===== config.mk =====
export PLATFORM = sky130hd
export DESIGN_NAME = literal_alu_instruction_exec
export DESIGN_NICKNAME = d
export VERILOG_FILES = /design/src/verilog/lit_exec_pkg.sv /design/src/verilog/lit_alu_if.sv /design/src/verilog/lit_alu_core.sv /design/src/verilog/literal_alu_instruction_exec.sv
export SDC_FILE = /design/constraint.sdc
export NUM_CORES = 1
export LEC_CHECK = 0
export BUFFER_PORTS_ARGS = -buffer_cell sky130_fd_sc_hd__buf_2
export CAP_MARGIN = 20
export CORE_UTILIZATION = 55
export DETAILED_ROUTE_END_ITERATION = 8
export PLACE_DENSITY = 0.93
export REMOVE_ABC_BUFFERS = 1
export SLEW_MARGIN = 20
export SYNTH_ARGS = -nofsm -noshare
export SYNTH_HDL_FRONTEND = slang
export SYNTH_SLANG_ARGS = --single-unit

===== constraint.sdc =====
create_clock -name clock_in -period 5.8 [get_ports clock_in]
set_input_delay 0.29 -clock clock_in [delete_from_list [all_inputs] [get_ports clock_in]]
set_output_delay 0.29 -clock clock_in [all_outputs]
set_load 0.01 [all_outputs]

===== src/verilog/lit_exec_pkg.sv =====
// Shared constants, encodings and types for the literal ALU execution block.
`default_nettype none
package lit_exec_pkg;

  // Instruction word width and field positions.
  localparam int          INSTR_W         = 14;
  localparam int          OPC_HI          = 13;
  localparam int          OPC_LO          = 8;
  localparam int          LIT_HI          = 7;
  localparam int          LIT_LO          = 0;
  localparam int          DEST_BIT        = 7;
  localparam int          FADDR_HI        = 6;
  localparam int          FADDR_LO        = 0;

  // Literal opcode patterns in the top six bits; a mask keeps only the bits that matter.
  localparam logic [5:0]  OPC_ADD_PAT     = 6'h3E;
  localparam logic [5:0]  OPC_ADD_MASK    = 6'h3E;
  localparam logic [5:0]  OPC_SUB_PAT     = 6'h3C;
  localparam logic [5:0]  OPC_SUB_MASK    = 6'h3E;
  localparam logic [5:0]  OPC_AND_PAT     = 6'h39;
  localparam logic [5:0]  OPC_XOR_PAT     = 6'h3A;
  localparam logic [5:0]  OPC_FULL_MASK   = 6'h3F;
  // Program-counter changers known from the opcode alone: jumps, calls, literal return.
  localparam logic [5:0]  OPC_JUMP_PAT    = 6'h20;
  localparam logic [5:0]  OPC_JUMP_MASK   = 6'h30;
  localparam logic [5:0]  OPC_RETLIT_PAT  = 6'h34;
  localparam logic [5:0]  OPC_RETLIT_MASK = 6'h3C;
  // File-writing forms: byte ops with destination bit, bit clear and bit set.
  localparam logic [1:0]  OPC_BYTE_GRP    = 2'h0;
  localparam logic [2:0]  OPC_BITSET_GRP  = 3'h2;

  // Register map of the plain software port.
  localparam int          ADDR_W          = 8;
  localparam int          DATA_W          = 8;
  localparam logic [7:0]  REG_ACCUM       = 8'h00;
  localparam logic [7:0]  REG_FLAGS       = 8'h04;
  localparam logic [7:0]  REG_CTRL        = 8'h08;
  localparam logic [7:0]  REG_PINS        = 8'h0C;

  // Field positions inside the flags and control registers.
  localparam int          FLAG_C_BIT      = 0;
  localparam int          FLAG_HALF_BIT   = 1;
  localparam int          FLAG_Z_BIT      = 2;
  localparam int          CTRL_PSA_BIT    = 0;

  // Reset values.
  localparam logic [7:0]  ACCUM_RST       = 8'h00;
  localparam logic        FLAG_RST        = 1'b0;
  localparam logic        PSA_RST         = 1'b0;
  localparam logic [7:0]  BYTE_ZERO       = 8'h00;

  // Operation chosen by the literal decoder.
  typedef enum logic [2:0] {
    OP_NONE,
    OP_ADD,
    OP_SUB,
    OP_AND,
    OP_XOR
  } lit_op_t;

  // True when the opcode bits kept by the mask equal the pattern.
  function automatic logic opc_match(input logic [5:0] opc,
                                     input logic [5:0] pat,
                                     input logic [5:0] mask);
    return ((opc & mask) == pat);
  endfunction

  // Decode the top six opcode bits into a literal operation.
  function automatic lit_op_t decode_lit_op(input logic [5:0] opc);
    lit_op_t op;
    op = OP_NONE;
    if (opc_match(opc, OPC_ADD_PAT, OPC_ADD_MASK)) begin
      op = OP_ADD;
    end else if (opc_match(opc, OPC_SUB_PAT, OPC_SUB_MASK)) begin
      op = OP_SUB;
    end else if (opc_match(opc, OPC_AND_PAT, OPC_FULL_MASK)) begin
      op = OP_AND;
    end else if (opc_match(opc, OPC_XOR_PAT, OPC_FULL_MASK)) begin
      op = OP_XOR;
    end
    return op;
  endfunction

endpackage
`default_nettype wire


===== src/verilog/lit_alu_if.sv =====
// Carrier between the execution control and the literal ALU datapath.
`timescale 1ns/1ps
`default_nettype none
interface lit_alu_if;
  import lit_exec_pkg::*;
  lit_op_t     op;          // Operation to perform.
  logic [7:0]  literal;     // Eight-bit literal operand.
  logic [7:0]  acc;         // Current accumulator value.
  logic [7:0]  result;      // Eight-bit result.
  logic        carry;       // Carry out of bit 7, inverted borrow on subtract.
  logic        half_carry;  // Carry out of bit 3.
  logic        zero;        // Result is zero.
  logic        arith;       // Operation updates carry and half carry.

  // Datapath end.
  modport core (input op, literal, acc, output result, carry, half_carry, zero, arith);
  // Control end.
  modport user (output op, literal, acc, input result, carry, half_carry, zero, arith);
endinterface
`default_nettype wire


===== src/verilog/lit_alu_core.sv =====
// Combinational datapath for the literal add, subtract, AND and exclusive OR.
`timescale 1ns/1ps
`default_nettype none
module lit_alu_core (
  lit_alu_if.core  alu
);
  import lit_exec_pkg::*;

  logic [8:0]  sum9;   // Full sum with carry out of bit 7.
  logic [4:0]  sum5;   // Low-nibble sum with carry out of bit 3.
  logic [7:0]  addend; // Accumulator or its complement.
  logic        cin;    // One for two's-complement subtraction.

  // Subtraction is literal plus inverted accumulator plus one, so carry is an inverted borrow.
  always_comb begin
    addend         = alu.acc;
    cin            = 1'b0;
    alu.result     = BYTE_ZERO;
    alu.arith      = 1'b0;
    case (alu.op)
      OP_SUB: begin
        addend    = ~alu.acc;
        cin       = 1'b1;
        alu.arith = 1'b1;
      end
      OP_ADD: begin
        alu.arith = 1'b1;
      end
      default: begin
        alu.arith = 1'b0;
      end
    endcase
    sum9 = {1'b0, alu.literal} + {1'b0, addend} + {8'h00, cin};
    sum5 = {1'b0, alu.literal[3:0]} + {1'b0, addend[3:0]} + {4'h0, cin};
    case (alu.op)
      OP_ADD:  alu.result = sum9[7:0];
      OP_SUB:  alu.result = sum9[7:0];
      OP_AND:  alu.result = alu.literal & alu.acc;
      OP_XOR:  alu.result = alu.literal ^ alu.acc;
      default: alu.result = alu.acc;
    endcase
    alu.carry      = sum9[8];
    alu.half_carry = sum5[4];
    alu.zero       = (alu.result == BYTE_ZERO);
  end

endmodule
`default_nettype wire


===== src/verilog/literal_alu_instruction_exec.sv =====
// Execution control for literal ALU instructions, two-cycle flushes, prescaler clear and pin reads.
//
// The placing of the registers and strobed register access were left to the implementer.
`timescale 1ns/1ps
`default_nettype none
module literal_alu_instruction_exec #(
  parameter logic [6:0] TIMER_ZERO_ADDR = 7'h01,  // File address of the timer-zero count.
  parameter logic [6:0] PORT_ADDR_FIRST = 7'h05,  // First file address that is an I/O port.
  parameter logic [6:0] PORT_ADDR_LAST  = 7'h09   // Last file address that is an I/O port.
) (
  input  wire  logic                          clock_in,            // Core clock, 200 MHz.
  input  wire  logic                          nrst_in,             // Asynchronous reset, low.
  input  wire  logic                          instr_valid_in,      // Instruction word present.
  input  wire  logic [lit_exec_pkg::INSTR_W-1:0] instr_in,         // Fetched instruction word.
  input  wire  logic                          program_counter_change_in, // Jump or true test.
  input  wire  logic [7:0]                    file_data_in,        // Register file read data.
  input  wire  logic [7:0]                    pin_in,              // Raw port pin levels.
  input  wire  logic [lit_exec_pkg::ADDR_W-1:0] reg_addr_in,       // Software port address.
  input  wire  logic [lit_exec_pkg::DATA_W-1:0] reg_wdata_in,      // Software write data.
  input  wire  logic                          reg_wr_in,           // Software write strobe.
  input  wire  logic                          reg_rd_in,           // Software read strobe.
  output logic       [lit_exec_pkg::DATA_W-1:0] reg_rdata_out,     // Read data, next cycle.
  output logic       [7:0]                    accumulator_out,     // Working accumulator.
  output logic                                carry_flag_out,      // Carry flag.
  output logic                                half_carry_flag_out, // Half-carry flag.
  output logic                                zero_flag_out,       // Zero flag.
  output logic                                nop_cycle_out,       // Flush cycle in progress.
  output logic                                prescaler_clear_out, // One-cycle clear pulse.
  output logic       [7:0]                    rmw_operand_out      // Read-modify-write operand.
);
  import lit_exec_pkg::*;

  // Execution state: normal issue or the discarded second cycle.
  typedef enum logic {
    ST_EXEC,
    ST_FLUSH
  } exec_state_t;

  exec_state_t  state_r, state_nxt;              // Execution state.
  logic [7:0]   acc_r, acc_nxt;                  // Accumulator.
  logic         carry_r, carry_nxt;              // Carry flag.
  logic         half_carry_flag_r, half_carry_flag_nxt; // Half-carry flag.
  logic         zero_r, zero_nxt;                // Zero flag.
  logic         psa_r, psa_nxt;                  // Prescaler assigned to timer zero.
  logic         nop_r, nop_nxt;                  // Registered flush indicator.
  logic         pclr_r, pclr_nxt;                // Registered prescaler clear pulse.
  logic [7:0]   rmw_r, rmw_nxt;                  // Registered read-modify-write operand.
  logic [7:0]   rdata_r, rdata_nxt;              // Registered read data.
  logic [7:0]   pin_meta_r, pin_meta_nxt;        // First synchroniser stage.
  logic [7:0]   pin_sync_r, pin_sync_nxt;        // Second synchroniser stage.

  logic         issue;       // An instruction executes this cycle.
  logic [5:0]   opc;         // Top six opcode bits.
  logic [6:0]   faddr;       // File address field.
  logic         file_write;  // Instruction writes its file operand.
  logic         is_port;     // File address is an I/O port.
  logic         counter_change; // Instruction needs a second cycle.

  lit_alu_if alu ();  // Datapath carrier.

  // Shared datapath for the four literal operations.
  lit_alu_core u_alu (
    .alu (alu.core)
  );

  // Field extraction and decoding of the current instruction.
  always_comb begin
    issue      = instr_valid_in && (state_r == ST_EXEC);
    opc        = instr_in[OPC_HI:OPC_LO];
    faddr      = instr_in[FADDR_HI:FADDR_LO];
    // Byte ops with the destination bit set, and bit clear or set, write the file.
    file_write = ((opc[5:4] == OPC_BYTE_GRP) && instr_in[DEST_BIT]) ||
                 (opc[5:3] == OPC_BITSET_GRP);
    is_port    = (faddr >= PORT_ADDR_FIRST) && (faddr <= PORT_ADDR_LAST);
    // Jumps and literal returns are known here; skips and counter writes arrive from outside.
    counter_change = program_counter_change_in;
    if (opc_match(opc, OPC_JUMP_PAT, OPC_JUMP_MASK)) begin
      counter_change = 1'b1;
    end
    // The literal return's accumulator load belongs to a neighbouring block.
    if (opc_match(opc, OPC_RETLIT_PAT, OPC_RETLIT_MASK)) begin
      counter_change = 1'b1;
    end
    alu.op      = issue ? decode_lit_op(opc) : OP_NONE;
    alu.literal = instr_in[LIT_HI:LIT_LO];
    alu.acc     = acc_r;
  end

  // Two-cycle sequencing for program-counter changes.
  always_comb begin
    state_nxt = state_r;
    case (state_r)
      ST_EXEC: begin
        if (issue && counter_change) begin
          state_nxt = ST_FLUSH;
        end
      end
      ST_FLUSH: begin
        state_nxt = ST_EXEC;
      end
      default: begin
        state_nxt = ST_EXEC;
      end
    endcase
    nop_nxt = (state_nxt == ST_FLUSH);
  end

  // Accumulator and flags; a software write wins over execution in the same cycle.
  always_comb begin
    acc_nxt             = acc_r;
    carry_nxt           = carry_r;
    half_carry_flag_nxt = half_carry_flag_r;
    zero_nxt            = zero_r;
    psa_nxt             = psa_r;
    if (alu.op != OP_NONE) begin
      acc_nxt  = alu.result;
      zero_nxt = alu.zero;
      if (alu.arith) begin
        carry_nxt           = alu.carry;
        half_carry_flag_nxt = alu.half_carry;
      end
    end
    if (reg_wr_in) begin
      case (reg_addr_in)
        REG_ACCUM: acc_nxt = reg_wdata_in;
        REG_FLAGS: begin
          carry_nxt           = reg_wdata_in[FLAG_C_BIT];
          half_carry_flag_nxt = reg_wdata_in[FLAG_HALF_BIT];
          zero_nxt            = reg_wdata_in[FLAG_Z_BIT];
        end
        REG_CTRL:  psa_nxt = reg_wdata_in[CTRL_PSA_BIT];
        default:   psa_nxt = psa_r;  // Pin register and unmapped writes are ignored.
      endcase
    end
  end

  // Pin synchroniser, operand selection and prescaler clear.
  always_comb begin
    pin_meta_nxt = pin_in;
    pin_sync_nxt = pin_meta_r;
    rmw_nxt      = is_port ? pin_sync_r : file_data_in;
    pclr_nxt     = issue && file_write && (faddr == TIMER_ZERO_ADDR) && psa_r;
  end

  // Software read port; unmapped addresses read zero, data valid one cycle after the strobe.
  always_comb begin
    rdata_nxt = BYTE_ZERO;
    if (reg_rd_in) begin
      case (reg_addr_in)
        REG_ACCUM: rdata_nxt = acc_r;
        REG_FLAGS: begin
          rdata_nxt[FLAG_C_BIT]  = carry_r;
          rdata_nxt[FLAG_HALF_BIT] = half_carry_flag_r;
          rdata_nxt[FLAG_Z_BIT]  = zero_r;
        end
        REG_CTRL:  rdata_nxt[CTRL_PSA_BIT] = psa_r;
        REG_PINS:  rdata_nxt = pin_sync_r;
        default:   rdata_nxt = BYTE_ZERO;
      endcase
    end
  end

  // State registers; reset loads constants only.
  // Keeping logic off the reset path avoids glitches on an asynchronous assert.
  always_ff @(posedge clock_in or negedge nrst_in) begin
    if (!nrst_in) begin
      state_r           <= ST_EXEC;
      acc_r             <= ACCUM_RST;
      carry_r           <= FLAG_RST;
      half_carry_flag_r <= FLAG_RST;
      zero_r            <= FLAG_RST;
      psa_r             <= PSA_RST;
      nop_r             <= 1'b0;
      pclr_r            <= 1'b0;
      rmw_r             <= BYTE_ZERO;
      rdata_r           <= BYTE_ZERO;
      pin_meta_r        <= BYTE_ZERO;
      pin_sync_r        <= BYTE_ZERO;
    end else begin
      state_r           <= state_nxt;
      acc_r             <= acc_nxt;
      carry_r           <= carry_nxt;
      half_carry_flag_r <= half_carry_flag_nxt;
      zero_r            <= zero_nxt;
      psa_r             <= psa_nxt;
      nop_r             <= nop_nxt;
      pclr_r            <= pclr_nxt;
      rmw_r             <= rmw_nxt;
      rdata_r           <= rdata_nxt;
      pin_meta_r        <= pin_meta_nxt;
      pin_sync_r        <= pin_sync_nxt;
    end
  end

  // Every output comes straight from a flip-flop.
  assign reg_rdata_out       = rdata_r;
  assign accumulator_out     = acc_r;
  assign carry_flag_out      = carry_r;
  assign half_carry_flag_out = half_carry_flag_r;
  assign zero_flag_out       = zero_r;
  assign nop_cycle_out       = nop_r;
  assign prescaler_clear_out = pclr_r;
  assign rmw_operand_out     = rmw_r;

endmodule
`default_nettype wire


==> impl_metrics.json <==
{
  "layout_worst_path_cycle_share_pct": 61.5,
  "cts_sinks": 46,
  "min_path_type": "input port to asynchronous set/reset pin",
  "slew_viol_final": 0,
  "area_growth_pct": 21.5,
  "synth_edf_count": 0,
  "power_frac_comb_pct": 34.0,
  "ys_types": 54,
  "vias": 2291,
  "dieArea_sq_um": 4950,
  "place.gp.congestion": 0.899,
  "grt_pass1_vias": 2298,
  "relSlewSlack_pct": 59.6,
  "cts_buffers": 5,
  "clock_path_buffers": 2,
  "holdWs_ps": -25.7,
  "cp.required_ps": 6020,
  "cts_resized": 0,
  "drtPass1Iterations": 5,
  "pre_cts_ws_ps": 2340,
  "cts_tree": "done",
  "fin_crit_ps": 3570,
  "post-route-drc-count": 0,
  "die_h_um": 70.4,
  "cp.arrival_ps": 3790,
  "nets": 397,
  "async_reset_ff_share_pct": 100,
  "port_buffers": 80,
  "fin_cells": 382,
  "post_drt_wl_per_cell_um": 17.3,
  "overflow": 0,
  "ys_warn_count": 0,
  "syn_avg_cell_area_sq_um": 10.4,
  "grt_util_all_layers_pct": 27.8,
  "num-fill-cells": 352,
  "rsz0062_at_grt": "no",
  "grt_pass1_wl_mm": 10.8,
  "wirelength_mm": 6.60,
  "tightest_slew_ps": 605,
  "die_w_um": 70.4,
  "ctsRootBufferMaster": "clkbuf_8",
  "htree_levels": 2,
  "clk_latency_ps": 290,
  "place_inst": 374,
  "io_pins": 81,
  "synthCells": 248,
  "antenna_found_initial": 0,
  "hold_viol_final": 46,
  "drtAntennaViolNets": 0,
  "crit_type": "flip-flop to flip-flop",
  "postCtsHoldBufs": 0,
  "p_per_area_nw_per_um2": 308,
  "antenna_cells": 0,
  "synth.area.top_cells": "dfrtp_1 45%, ha_1 7.3%, mux2_2 3.9%",
  "start_util_pct": 58.2,
  "violations": "negative hold slack",
  "start_kind": "flip-flop",
  "synth_ff_type": "dfrtp_1",
  "cts.reportedPaths.clkPinSlew_ps": 90,
  "seqPwrFrac_pct": 41.3,
  "path_max_fanout": 9,
  "post-synth-top-area-cell": "dfrtp_1",
  "num_rows": 24,
  "grt_max_degree": 47,
  "clock.fmax_mhz": 280,
  "setup-tns-final_ps": 0,
  "post_cts_buffers": 0,
  "skew_ps": 9.22,
  "vias_per_cell": 6.00,
  "netlist_area_sq_um": 2570,
  "drive_above_1_share_pct": 33.6,
  "finalSetupViolCount": 0,
  "coreArea_sq_um": 4410,
  "ys_seq_area_share_pct": 44.8,
  "drtIter0Drc": 184,
  "p_sw_mw": 0.332,
  "p_int_mw": 0.631,
  "endpoint_kind": "flip-flop",
  "power.leakage_nw": 1.49,
  "max-vdd-ir-drop_mv": 0.219,
  "synth_seq_cells": 46,
  "cap_violations": 0,
  "dp_hpwl_mm": 5.06,
  "clkPwrFrac_pct": 24.6,
  "status": "complete, but fails checks",
  "setup_slack_ps": 2230,
  "p_sw_share_pct": 34.5,
  "post-synth-top-area-fraction_pct": 44.8
}
## power by group through the flow
stage,Combinational (mW),Clock (mW),Sequential [mW]
2_1_floorplan,0.205,0,0.400
5_1_grt,0.365,0.253,0.400
6_report,0.328,0.237,0.398
3_3_place_gp,0.314,0,0.402
3_5_place_dp,0.321,0,0.402
4_1_cts,0.324,0.239,0.396
## layout make-up
class	count	area (sq um)	area share, %
Multi-Input combinational cell	190	1370	43.8
Tap cell	52	65.1	2.08
Sequential cell	46	1150	36.9
Clock inverter	3	45.0	1.44
Timing Repair Buffer	80	403	12.9
Inverter	6	22.5	0.721
Clock buffer	5	68.8	2.20
## worst max-delay path: stages (launching register included)
cell	delay, ps
dfrtp_1	410
nand2b_1	180
nor2_2	320
nand2_1	180
nor2_2	380
xor2_1	190
fa_1	450
a21o_1	170
a21oi_1	260
xnor2_1	100
a21o_1	210
nor4_1	370
nand4_1	140
o21ai_1	130
## flip-flops by register name (all words and copies together) (netlist names)
| name | cells |
|---|---|
| nop_cycle_out | 1 |
| reg_rdata_out | 8 |
| psa_r | 1 |
| half_carry_flag_out | 1 |
| carry_flag_out | 1 |
| pin_sync_r | 8 |
| prescaler_clear_out | 1 |
| zero_flag_out | 1 |
| rmw_operand_out | 8 |
| accumulator_out | 8 |
| pin_meta_r | 8 |
## path summary, 6_finish.rpt
check,slack [ps],from,cells past startpoint,endpoint
setup / recovery,2230,nop_cycle_out,13,zero_flag_out
hold / removal,-30,nrst_in,1,pin_sync_r[7]
setup reg to reg,2230,nop_cycle_out,13,zero_flag_out
hold reg to reg,360,pin_meta_r[2],0,pin_sync_r[2]
max in group asynchronous,5440,nrst_in,1,rmw_operand_out[0]
min in group clock_in,90,pin_in[4],1,pin_meta_r[4]
## layer usage
layer | track usage (%) | wire length, um
met4 | 9.11 | 115
met3 | 4.18 | 470
met5 | 0 | 0
met1 | 37.7 | 2870
met2 | 45.5 | 3140
## synth_stat cells (2+ instances only)
master,n
nor2_1,26
mux2_2,9
o41ai_2,2
o21ai_1,4
o22ai_1,2
mux2_1,2
nor2_2,2
nand2_1,23
o31ai_1,3
inv_1,5
o21a_1,2
xor2_1,8
a21o_1,4
nand3_1,4
ha_1,15
o21ai_0,13
buf_4,2
and2_1,2
mux2i_1,3
dfrtp_1,46
xnor2_1,4
and3_1,2
nor2b_1,4
a31oi_1,5
a21oi_1,9
a32oi_1,2
nand2b_1,5
clkbuf_1,4
a22oi_1,8
nor3_1,4
## placed cells by master, fill, tap and decap left out, types with 5 or more instances in the layout
master | Yosys | layout
a21oi_1 | 9 | 9
a22oi_1 | 8 | 8
a31oi_1 | 5 | 5
buf_2 | 0 | 79
clkbuf_8 | 0 | 5
dfrtp_1 | 46 | 46
ha_1 | 15 | 15
inv_1 | 5 | 5
mux2_2 | 9 | 9
nand2_1 | 23 | 23
nand2b_1 | 5 | 5
nor2_1 | 26 | 26
o21ai_0 | 13 | 13
xor2_1 | 8 | 8
## logic make-up (layout without fill, tap and decap cells)
group	after synthesis	after routing	synth area share, %
XOR/XNOR	12	12	4.09
AND/OR/NAND/NOR	84	84	16.8
buffers and inverters	12	94	2.04
multiplexers	15	15	6.86
adder cells (fa/ha/maj)	16	16	8.08
flip-flops	46	46	44.8
AO/OA/AOI/OAI	63	63	17.3
## stage by stage
| stage | utilization [%] | total power [mW] | hold WS (ps) | cell area, sq um |
|---|---|---|---|---|
| global route | 70.7 | 1.02 | 19.6 | 3120 |
| CTS | 70.7 | 0.959 | 88.7 | 3120 |
| finish | 70.7 | 0.963 | -25.7 | 3120 |
| floorplan | - | 0.605 | -5.59 | 2540 |
| detailed placement | 68.1 | 0.723 | 335 | 3010 |
| global placement | 68.1 | 0.716 | 332 | 3010 |
Power figures use the tool's default switching activity.
